<file path="config.mk">
export PLATFORM = sky130hd
export DESIGN_NAME = usb_device_endpoint_status_ctrl
export DESIGN_NICKNAME = d
export VERILOG_FILES = /design/src/hw/ep_status_pkg.sv /design/src/hw/token_responder.sv /design/src/hw/usb_device_endpoint_status_ctrl.sv
export SDC_FILE = /design/constraint.sdc
export NUM_CORES = 1
export LEC_CHECK = 0
export ABC_AREA = 1
export BUFFER_PORTS_ARGS = -buffer_cell sky130_fd_sc_hd__buf_4
export CORE_MARGIN = 4
export CORE_UTILIZATION = 23
export CTS_CLUSTER_DIAMETER = 80
export DETAILED_ROUTE_END_ITERATION = 10
export HOLD_SLACK_MARGIN = 0.1
export PLACE_DENSITY = 0.42
export SETUP_SLACK_MARGIN = 0.2
export SLEW_MARGIN = 20
export SYNTH_ARGS = -nofsm -noshare
export SYNTH_HDL_FRONTEND = slang
export SYNTH_SLANG_ARGS = --single-unit
export TNS_END_PERCENT = 30
</file>
<file path="constraint.sdc">
create_clock -name sys_clk_in -period 5.4 [get_ports sys_clk_in]
set_input_delay 1.08 -clock sys_clk_in [delete_from_list [all_inputs] [get_ports sys_clk_in]]
set_output_delay 1.08 -clock sys_clk_in [all_outputs]
set_load 0.05 [all_outputs]
</file>
<file path="src/hw/ep_status_pkg.sv">
// What this block does
// - read-only bit: last control packet DATA1
// - read-only bit: last control token was SETUP
// - flag IN-first when receive done while transmit done flag still set
// - writing one clears IN-first flag; zero ignored
// - control receive byte count, kept across reset
// - endpoint 2 answers IN only while active
// - endpoint 1 answers IN only while active
// - endpoint 2 halt bit forces STALL replies
// - endpoint 1 halt bit forces STALL replies
// - control OUT/SETUP bytes fill eight receive registers
// - control transmit bytes sent on next IN
// - shared transmit bytes go to selected endpoint
// - transmit done flag set after ACKed packet
// - endpoint 2 selected wrongly answers NAK
package ep_status_pkg;
	localparam int unsigned ADDR_W              = 7;
	localparam int unsigned BUF_DEPTH           = 8;
	localparam logic [6:0]  OFF_DEVICE_STATUS   = 7'h00;
	localparam logic [6:0]  OFF_EP_ENABLE_STALL = 7'h04;
	localparam logic [6:0]  OFF_CTL_FLAGS       = 7'h08;
	localparam logic [6:0]  OFF_IRQ_STATUS      = 7'h0C;
	localparam logic [6:0]  OFF_IRQ_MASK        = 7'h10;
	localparam logic [6:0]  OFF_CTL_BUF         = 7'h20;
	localparam logic [6:0]  OFF_SHARED_BUF      = 7'h40;
	// device_status fields
	localparam int unsigned DS_RX_TOGGLE_BIT    = 7;
	localparam int unsigned DS_SETUP_BIT        = 6;
	localparam int unsigned DS_IN_FIRST_BIT     = 5;
	localparam int unsigned DS_IN_FIRST_CLR_BIT = 4;
	// endpoint_enable_stall_control fields
	localparam int unsigned EC_EP2_ACTIVE_BIT   = 7;
	localparam int unsigned EC_EP1_ACTIVE_BIT   = 6;
	localparam int unsigned EC_EP2_HALT_BIT     = 5;
	localparam int unsigned EC_EP1_HALT_BIT     = 4;
	// control flag register: read flags, write one to clear
	localparam int unsigned CF_RX_DONE_BIT      = 1;
	localparam int unsigned CF_TX_DONE_BIT      = 0;
	// interrupt status and mask layout
	localparam int unsigned IRQ_W               = 3;
	localparam int unsigned IRQ_RX_DONE_BIT     = 0;
	localparam int unsigned IRQ_TX_DONE_BIT     = 1;
	localparam int unsigned IRQ_IN_FIRST_BIT    = 2;
	localparam logic [2:0]  IRQ_MASK_RESET      = 3'h0;
	// token kinds from the protocol engine
	localparam logic [1:0]  TOK_OUT             = 2'h0;
	localparam logic [1:0]  TOK_IN              = 2'h1;
	localparam logic [1:0]  TOK_SETUP           = 2'h2;
	localparam logic [3:0]  EP_CTL              = 4'h0;
	localparam logic [3:0]  EP_ONE              = 4'h1;
	localparam logic [3:0]  EP_TWO              = 4'h2;
	localparam logic [31:0] READ_ZERO           = 32'h0000_0000;

	typedef enum logic [2:0] {
		RESP_NONE,
		RESP_NAK,
		RESP_STALL,
		RESP_DATA,
		RESP_ACCEPT
	} resp_t;
endpackage : ep_status_pkg

</file>
<file path="src/hw/token_responder.sv">
`timescale 1ns/1ps
module token_responder
	import ep_status_pkg::*;
(
	input  wire logic [1:0] tok_kind_in,
	input  wire logic [3:0] tok_ep_in,
	input  wire logic       ep1_active_in,
	input  wire logic       ep2_active_in,
	input  wire logic       ep1_force_halt_in,
	input  wire logic       ep2_force_halt_in,
	input  wire logic       target_select_in,
	input  wire logic       shared_tx_enable_in,
	input  wire logic       shared_tx_done_in,
	input  wire logic       ctl_tx_enable_in,
	input  wire logic       ctl_rx_enable_in,
	input  wire logic       ctl_tx_done_in,
	input  wire logic       ctl_rx_done_in,
	output resp_t           resp_out
);
	logic is_in;
	logic shared_ready;

	always_comb begin
		is_in        = (tok_kind_in == TOK_IN);
		shared_ready = shared_tx_enable_in && !shared_tx_done_in;
		resp_out     = RESP_NONE;
		case (tok_ep_in)
			EP_CTL: begin
				if (tok_kind_in == TOK_SETUP) begin
					resp_out = RESP_ACCEPT;
				end else if (is_in) begin
					resp_out = (ctl_tx_enable_in && !ctl_tx_done_in) ? RESP_DATA : RESP_NAK;
				end else begin
					resp_out = (ctl_rx_enable_in && !ctl_rx_done_in) ? RESP_ACCEPT : RESP_NAK;
				end
			end
			EP_ONE: begin
				if (ep1_force_halt_in) begin
					resp_out = RESP_STALL;
				end else if (is_in && ep1_active_in) begin
					resp_out = (shared_ready && !target_select_in) ? RESP_DATA : RESP_NAK;
				end
			end
			EP_TWO: begin
				if (ep2_force_halt_in) begin
					resp_out = RESP_STALL;
				end else if (is_in && ep2_active_in) begin
					resp_out = (shared_ready && target_select_in) ? RESP_DATA : RESP_NAK;
				end
			end
			default: begin
				resp_out = RESP_NONE;
			end
		endcase
	end
endmodule : token_responder

</file>
<file path="src/hw/usb_device_endpoint_status_ctrl.sv">
// Design decisions made here: the placing of the registers and the Avalon-MM slave port.
`timescale 1ns/1ps
module usb_device_endpoint_status_ctrl
	import ep_status_pkg::*;
#(
	parameter int unsigned DEPTH = BUF_DEPTH
) (
	input  wire logic              sys_clk_in,
	input  wire logic              rst_in,
	// avalon-mm slave
	input  wire logic [ADDR_W-1:0] avs_address_in,
	input  wire logic              avs_read_in,
	input  wire logic              avs_write_in,
	input  wire logic [31:0]       avs_writedata_in,
	input  wire logic [3:0]        avs_byteenable_in,
	output logic      [31:0]       avs_readdata_out,
	output logic                   avs_waitrequest_out,
	output logic                   irq_out,
	// protocol engine side, same clock
	input  wire logic              tok_valid_in,
	input  wire logic [1:0]        tok_kind_in,
	input  wire logic [3:0]        tok_ep_in,
	input  wire logic              rx_byte_valid_in,
	input  wire logic [7:0]        rx_byte_in,
	input  wire logic              rx_done_in,
	input  wire logic              rx_data1_in,
	input  wire logic              tx_ack_in,
	input  wire logic              tx_ready_in,
	// control bits held in neighbouring registers
	input  wire logic              shared_buffer_target_select_in,
	input  wire logic              shared_tx_enable_in,
	input  wire logic              shared_tx_done_in,
	input  wire logic [3:0]        shared_tx_count_in,
	input  wire logic              ctl_tx_enable_in,
	input  wire logic              ctl_rx_enable_in,
	input  wire logic [3:0]        ctl_tx_count_in,
	// handshake and data out
	output logic                   hs_valid_out,
	output resp_t                  hs_code_out,
	output logic                   tx_valid_out,
	output logic      [7:0]        tx_byte_out,
	output logic                   tx_last_out
);
	if (DEPTH != BUF_DEPTH) begin : g_depth_bad
		$error("buffer depth must be eight");
	end

	typedef struct packed {
		logic                 wait_req;
		logic [31:0]          rdata;
		logic                 ctl_rx_toggle;
		logic                 setup_token_seen;
		logic                 in_before_out_flag;
		logic [3:0]           ctl_rx_byte_count;
		logic                 ep2_active;
		logic                 ep1_active;
		logic                 ep2_force_halt;
		logic                 ep1_force_halt;
		logic                 ctl_rx_done_flag;
		logic                 ctl_tx_done_flag;
		logic [IRQ_W-1:0]     irq_status;
		logic [IRQ_W-1:0]     irq_mask;
		logic                 irq;
		logic [7:0][7:0]      ctl_rx_bytes;
		logic [7:0][7:0]      ctl_tx_bytes;
		logic [7:0][7:0]      shared_in_tx_bytes;
		logic [3:0]           rx_ptr;
		logic                 rx_armed;
		logic                 rx_setup_pend;
		logic                 in_ctl_pend;
		logic                 hs_valid;
		resp_t                hs_code;
		logic                 tx_busy;
		logic                 tx_shared;
		logic [3:0]           tx_idx;
		logic [3:0]           tx_len;
		logic                 tx_valid;
		logic [7:0]           tx_byte;
		logic                 tx_last;
	} state_t;

	state_t s_q;
	state_t s_d;
	resp_t  resp;

	function automatic logic [7:0] pick_byte(input logic [7:0][7:0] bank, input logic [3:0] idx);
		pick_byte = bank[idx[2:0]];
	endfunction : pick_byte

	function automatic logic [3:0] clip_len(input logic [3:0] len);
		clip_len = (len > 4'h8) ? 4'h8 : len;
	endfunction : clip_len

	token_responder u_resp (
		.tok_kind_in         (tok_kind_in),
		.tok_ep_in           (tok_ep_in),
		.ep1_active_in       (s_q.ep1_active),
		.ep2_active_in       (s_q.ep2_active),
		.ep1_force_halt_in   (s_q.ep1_force_halt),
		.ep2_force_halt_in   (s_q.ep2_force_halt),
		.target_select_in    (shared_buffer_target_select_in),
		.shared_tx_enable_in (shared_tx_enable_in),
		.shared_tx_done_in   (shared_tx_done_in),
		.ctl_tx_enable_in    (ctl_tx_enable_in),
		.ctl_rx_enable_in    (ctl_rx_enable_in),
		.ctl_tx_done_in      (s_q.ctl_tx_done_flag),
		.ctl_rx_done_in      (s_q.ctl_rx_done_flag),
		.resp_out            (resp)
	);

	logic                  req;
	logic                  take;
	logic                  wr;
	logic                  rd;
	logic [ADDR_W-1:0]     word_addr;
	logic [2:0]            slot;
	logic [7:0]            wbyte;
	logic                  rx_event;
	logic                  tx_event;
	logic                  in_first_event;
	logic                  in_first_clear;
	logic [IRQ_W-1:0]      irq_set;
	logic [31:0]           rmux;

	always_comb begin
		s_d            = s_q;
		req            = avs_read_in || avs_write_in;
		take           = req && s_q.wait_req == 1'b0;
		wr             = take && avs_write_in && avs_byteenable_in[0];
		rd             = take && avs_read_in;
		word_addr      = {avs_address_in[ADDR_W-1:2], 2'b00};
		slot           = avs_address_in[4:2];
		wbyte          = avs_writedata_in[7:0];
		rx_event       = rx_done_in && s_q.rx_armed;
		tx_event       = tx_ack_in && s_q.in_ctl_pend;
		in_first_event = rx_event && s_q.ctl_tx_done_flag;
		in_first_clear = wr && word_addr == OFF_DEVICE_STATUS && wbyte[DS_IN_FIRST_CLR_BIT];
		irq_set        = '0;
		irq_set[IRQ_RX_DONE_BIT]  = rx_event;
		irq_set[IRQ_TX_DONE_BIT]  = tx_event;
		irq_set[IRQ_IN_FIRST_BIT] = in_first_event;

		// one wait cycle, then a single answer cycle
		s_d.wait_req = !(req && s_q.wait_req);

		// read data is prepared while waitrequest is still high
		rmux = READ_ZERO;
		if (word_addr == OFF_DEVICE_STATUS) begin
			rmux[DS_RX_TOGGLE_BIT] = s_q.ctl_rx_toggle;
			rmux[DS_SETUP_BIT]     = s_q.setup_token_seen;
			rmux[DS_IN_FIRST_BIT]  = s_q.in_before_out_flag;
			rmux[3:0]              = s_q.ctl_rx_byte_count;
		end else if (word_addr == OFF_EP_ENABLE_STALL) begin
			rmux[EC_EP2_ACTIVE_BIT] = s_q.ep2_active;
			rmux[EC_EP1_ACTIVE_BIT] = s_q.ep1_active;
			rmux[EC_EP2_HALT_BIT]   = s_q.ep2_force_halt;
			rmux[EC_EP1_HALT_BIT]   = s_q.ep1_force_halt;
		end else if (word_addr == OFF_CTL_FLAGS) begin
			rmux[CF_RX_DONE_BIT] = s_q.ctl_rx_done_flag;
			rmux[CF_TX_DONE_BIT] = s_q.ctl_tx_done_flag;
		end else if (word_addr == OFF_IRQ_STATUS) begin
			rmux[IRQ_W-1:0] = s_q.irq_status;
		end else if (word_addr == OFF_IRQ_MASK) begin
			rmux[IRQ_W-1:0] = s_q.irq_mask;
		end else if (avs_address_in[ADDR_W-1:5] == OFF_CTL_BUF[ADDR_W-1:5]) begin
			// transmit side is write-only, reads show received bytes
			rmux[7:0] = s_q.ctl_rx_bytes[slot];
		end
		if (req && s_q.wait_req) begin
			s_d.rdata = rmux;
		end

		// register writes land on the edge after the answer cycle, when waitrequest rises again
		if (wr) begin
			if (word_addr == OFF_EP_ENABLE_STALL) begin
				s_d.ep2_active     = wbyte[EC_EP2_ACTIVE_BIT];
				s_d.ep1_active     = wbyte[EC_EP1_ACTIVE_BIT];
				s_d.ep2_force_halt = wbyte[EC_EP2_HALT_BIT];
				s_d.ep1_force_halt = wbyte[EC_EP1_HALT_BIT];
			end
			if (word_addr == OFF_CTL_FLAGS) begin
				if (wbyte[CF_RX_DONE_BIT]) begin
					s_d.ctl_rx_done_flag = 1'b0;
				end
				if (wbyte[CF_TX_DONE_BIT]) begin
					s_d.ctl_tx_done_flag = 1'b0;
				end
			end
			if (word_addr == OFF_IRQ_MASK) begin
				s_d.irq_mask = wbyte[IRQ_W-1:0];
			end
			if (avs_address_in[ADDR_W-1:5] == OFF_CTL_BUF[ADDR_W-1:5]) begin
				s_d.ctl_tx_bytes[slot] = wbyte;
			end
			if (avs_address_in[ADDR_W-1:5] == OFF_SHARED_BUF[ADDR_W-1:5]) begin
				s_d.shared_in_tx_bytes[slot] = wbyte;
			end
		end
		if (in_first_clear) begin
			s_d.in_before_out_flag = 1'b0;
		end
		if (in_first_event) begin
			s_d.in_before_out_flag = 1'b1;
		end

		// read clears status; a set in the same cycle survives
		if (rd && word_addr == OFF_IRQ_STATUS) begin
			s_d.irq_status = '0;
		end
		s_d.irq_status = s_d.irq_status | irq_set;
		s_d.irq        = |(s_d.irq_status & s_d.irq_mask);

		// token handling
		s_d.hs_valid = 1'b0;
		if (tok_valid_in) begin
			s_d.hs_valid = (resp != RESP_NONE);
			s_d.hs_code  = resp;
			s_d.rx_armed = 1'b0;
			if (tok_ep_in == EP_CTL && resp == RESP_ACCEPT) begin
				s_d.rx_armed      = 1'b1;
				s_d.rx_ptr        = 4'h0;
				s_d.rx_setup_pend = (tok_kind_in == TOK_SETUP);
			end
			if (resp == RESP_DATA) begin
				s_d.tx_busy     = 1'b1;
				s_d.tx_valid    = 1'b0;
				s_d.tx_idx      = 4'h0;
				s_d.tx_shared   = (tok_ep_in != EP_CTL);
				s_d.tx_len      = clip_len((tok_ep_in == EP_CTL) ? ctl_tx_count_in : shared_tx_count_in);
				s_d.in_ctl_pend = (tok_ep_in == EP_CTL);
			end
		end

		// bytes beyond the eighth are dropped, and the count stops at eight
		if (rx_byte_valid_in && s_q.rx_armed && s_q.rx_ptr < 4'h8) begin
			s_d.ctl_rx_bytes[s_q.rx_ptr[2:0]] = rx_byte_in;
			s_d.rx_ptr = s_q.rx_ptr + 4'h1;
		end

		if (rx_event) begin
			s_d.rx_armed          = 1'b0;
			s_d.ctl_rx_done_flag  = 1'b1;
			s_d.ctl_rx_toggle     = rx_data1_in;
			s_d.setup_token_seen  = s_q.rx_setup_pend;
			s_d.ctl_rx_byte_count = s_q.rx_ptr;
		end
		if (tx_event) begin
			s_d.ctl_tx_done_flag = 1'b1;
			s_d.in_ctl_pend      = 1'b0;
		end

		// outgoing byte stream, held while the engine stalls
		if (s_q.tx_busy && (!s_q.tx_valid || tx_ready_in)) begin
			if (s_q.tx_idx < s_q.tx_len) begin
				s_d.tx_valid = 1'b1;
				s_d.tx_byte  = s_q.tx_shared ? pick_byte(s_q.shared_in_tx_bytes, s_q.tx_idx)
				                             : pick_byte(s_q.ctl_tx_bytes, s_q.tx_idx);
				s_d.tx_last  = (s_q.tx_idx == s_q.tx_len - 4'h1);
				s_d.tx_idx   = s_q.tx_idx + 4'h1;
			end else begin
				s_d.tx_valid = 1'b0;
				s_d.tx_last  = 1'b0;
				s_d.tx_busy  = 1'b0;
			end
		end

		if (rst_in) begin
			s_d.wait_req           = 1'b1;
			s_d.rdata              = READ_ZERO;
			s_d.ctl_rx_toggle      = 1'b0;
			s_d.setup_token_seen   = 1'b0;
			s_d.in_before_out_flag = 1'b0;
			s_d.ctl_rx_byte_count  = s_q.ctl_rx_byte_count;
			s_d.ep2_active         = 1'b0;
			s_d.ep1_active         = 1'b0;
			s_d.ep2_force_halt     = 1'b0;
			s_d.ep1_force_halt     = 1'b0;
			s_d.ctl_rx_done_flag   = 1'b0;
			s_d.ctl_tx_done_flag   = 1'b0;
			s_d.irq_status         = '0;
			s_d.irq_mask           = IRQ_MASK_RESET;
			s_d.irq                = 1'b0;
			s_d.rx_ptr             = 4'h0;
			s_d.rx_armed           = 1'b0;
			s_d.rx_setup_pend      = 1'b0;
			s_d.in_ctl_pend        = 1'b0;
			s_d.hs_valid           = 1'b0;
			s_d.hs_code            = RESP_NONE;
			s_d.tx_busy            = 1'b0;
			s_d.tx_shared          = 1'b0;
			s_d.tx_idx             = 4'h0;
			s_d.tx_len             = 4'h0;
			s_d.tx_valid           = 1'b0;
			s_d.tx_byte            = 8'h00;
			s_d.tx_last            = 1'b0;
			// buffer contents are not cleared by reset
		end
	end

	always_ff @(posedge sys_clk_in) begin
		s_q <= s_d;
	end

	assign avs_readdata_out    = s_q.rdata;
	assign avs_waitrequest_out = s_q.wait_req;
	assign irq_out             = s_q.irq;
	assign hs_valid_out        = s_q.hs_valid;
	assign hs_code_out         = s_q.hs_code;
	assign tx_valid_out        = s_q.tx_valid;
	assign tx_byte_out         = s_q.tx_byte;
	assign tx_last_out         = s_q.tx_last;
endmodule : usb_device_endpoint_status_ctrl

</file>
==> results.cfg <==
[clock_tree]
clk_pin_slew_worst_paths_ns = 0.06
tritoncts = built
cts_root_buf = clkbuf_16
postCtsSetupRepairBufs = 0
post_cts_hold_buffer_count = 0
clock_insertion_delay_worst_skew_ns = 0.54
cts_inserted_buffers = 28
cts_max_path_buffers = 3
post_cts.resized_instances = 0
clock_sinks = 252
h-tree-depth = 1

[global_route]
grt_residual_overflow = 0
track_usage_pct = 11.0
maximum_number_of_pins_on_one_net_before_global_route_repair = 70
grt_pass1_vias = 7102
grt_first_pass_wirelength_mm = 43.2
antenna_found_initial = 1

[place]
io_buffer_count = 74
finalWeightedCongestion = 0.761
detailed_place.area_um2 = 11800
post-dp-hpwl_mm = 18.3

[finish]
fin_area_um2 = 12700
synthToLayoutAreaGrowth_pct = 16.4
final_layout_size_suffix_gt1_share_pct = 12.0
nets = 1212
antenna_cells_inserted = 0
fillerInstances = 4943

[die]
top_level_ports = 128
floorplan.die.width_um = 226
die_height_um = 226
initial_utilization_pct = 23.3
fp.dieArea_um2 = 51000
placement_rows = 79
core_area_um2 = 46800

[hold_path]
min_path_type = reg2reg

[power_and_ir_drop]
ir_worst_vdd_mv = 0.222
power_per_cell_area_nw_per_um2 = 323
total_leakage_power_uw = 0.00466

[critical_path]
critPathTopFamily = simple AND/OR/NAND/NOR gates
critical_path_cell_by_cell = buf_4, inv_2, nand2_1, inv_2, nand2_1, nor2_1
max_stage_delay_ns = 0.65
critPathRequiredTime_ns = 5.56
timing.critical_path.from_type = input port
critical_path_peak_fanout = 25
cp_slowest_cell = nor2_1
path_class = in2reg
setup.worst_path.end_class = flip-flop
worstPathBufferInverterCount = 3
cp_data_arrival_time_ns = 3.06

[detailed_routing]
postRouteAntennaNets = 0
detailroute.via_count = 7343
route.final.wire_length_mm = 28.7
viasPerCell = 4.19
avgRoutedWirePerCell_um = 16.4
dr.first_iter.drc_count = 424
drc = 0
first_pass_iters = 4

[synth]
yosysWarnings = 0
synthMostInstantiatedCell = nand2_1
synth_top_flop_cell = edfxtp_1
mappedNetlistArea_um2 = 10900
async_reset_ff_share_pct = 0
post_synth_num_cell_types = 34
synth-edff-count = 196
number_of_cells_produced_by_synthesis = 1077
synth-seq-cells = 252
synth_sequential_area_ratio_pct = 64.2
synth.avg_cell_area_um2 = 10.1
synthTopCellsByArea = edfxtp_1, dfxtp_1, nand2_1, nor2_1, o21ai_0
post_synth_top_area_share_pct = 54.0
synth_largest_area_cell = edfxtp_1
netlist_top_cells_count = nand2_1, edfxtp_1, nor2_1

[sta]
fmax_ghz = 0.346
rsz_0062_raised_after_global_routing = no
hold_viol = 0
tightestPinTransition_ns = 0.951
finalMaxSlewViolations = 0
finalSetupTns_ns = 0
fin_crit_sh_pct = 53.6
setup_viol_count_final = 0
clock_skews_ns = 0.00880
timing.max_slew.rel_slack_pct = 36.2
layout_min_cycle_time_ns = 2.89

[flow_run]
maxCapViolations = 0

[run_status]
status = complete, no violations
==> cells by family (layout without fill, tap and decap cells) <==
kind of cell,Yosys count,count (layout),share of synthesized area (%)
and+or+nand+nor,463,463,17.2
AOI/OAI and AO/OA,184,184,9.56
buffers and inverters,163,208,7.58
adders and majority gates,7,7,0.803
xor gates and xnor gates,7,7,0.562
other,1,24,0.0344
DFF,252,252,64.2
==> sequential cells by signal, summed over array words and instances (netlist names) <==
signal               flops
tx_byte_out              8
tx_last_out              1
avs_readdata_out         8
irq_out                  1
hs_code_out              3
tx_valid_out             1
hs_valid_out             1
avs_waitrequest_out      1
s_q                    228
==> final timing paths <==
check / from / end / slack (ns) / cells after the start
min: s_q[19]$_SDFF_PP0_ / s_q[19]$_SDFF_PP0_ / 0.45 / 2
max reg2reg: avs_waitrequest_out$_SDFF_PP1_ / s_q[134]$_DFFE_PP_ / 3.07 / 5
max: avs_address_in[2] / s_q[86]$_DFFE_PP_ / 2.51 / 6
min reg2reg: s_q[19]$_SDFF_PP0_ / s_q[19]$_SDFF_PP0_ / 0.45 / 2
==> metrics by stage <==
stage          setup WS, ns  instances  utilization, %  hold WS [ns]  power, uW
6_report               2.51       1752            27.1         0.451       4110
3_3_place_gp           1.97       1702            25.3         0.432       2350
5_1_grt                2.40       1752            27.1         0.480       4260
3_5_place_dp           1.98       1702            25.3         0.445       2350
4_1_cts                2.55       1752            27.1         0.454       4170
2_1_floorplan          2.72       1100               -         0.422       2280
==> routing by layer <==
metal	share of wire (%)	global-route usage (%)	wire length [um]
met4	1.5	1.94	435
met3	5.0	2.21	1430
met5	0.042	0	12
met1	47	15.1	13500
met2	46	18.1	13300
==> report_power, final <==
group	total, uW	internal (uW)	switching (uW)
registers	2100	2090	4.62
logic	210	52.3	158
clock network	1800	1050	745
total	4110	3200	908
==> worst register-to-register path: cells and delay by family (launching register included) <==
kind	cells	cell delay [ns]
flip-flops	1	0.34
buffers and inverters	2	0.36
AND/OR/NAND/NOR	3	1.26
==> cells in the final DEF (no fill, tap or decap) <==
cell type	count
nand2_1	215
edfxtp_1	196
nor2_1	165
o21ai_0	86
buf_4	82
inv_1	68
nand3_1	61
dfxtp_1	54
a21oi_1	45
o211ai_1	34
clkbuf_16	29
conb_1	24
clkbuf_1	10
o21a_1	9
clkinv_1	7
ha_1	7
inv_2	6
o21ai_1	6
nand4_1	5
nor3_1	4
xnor2_1	4
nor2_2	3
xor2_1	3
clkinv_2	3
nor3_2	2
nand3b_1	2
or2_2	2
o2111ai_1	2
clkbuf_8	2
dfxtp_2	2
nand3_2	1
nand2_4	1
o21bai_1	1
nor2_4	1
nand2_2	1
a31o_2	1
bufinv_16	1
==> area by class of cell <==
cell class | count | area (um^2) | area share, %
Sequential cell | 252 | 7010 | 55.2
Multi-Input combinational cell | 685 | 3170 | 25.0
Clock buffer | 41 | 791 | 6.23
Tap cell | 607 | 759 | 5.98
Timing Repair Buffer | 82 | 616 | 4.85
Inverter | 76 | 285 | 2.25
Clock inverter | 9 | 63.8 | 0.503
(Power assumes the default switching activity.)
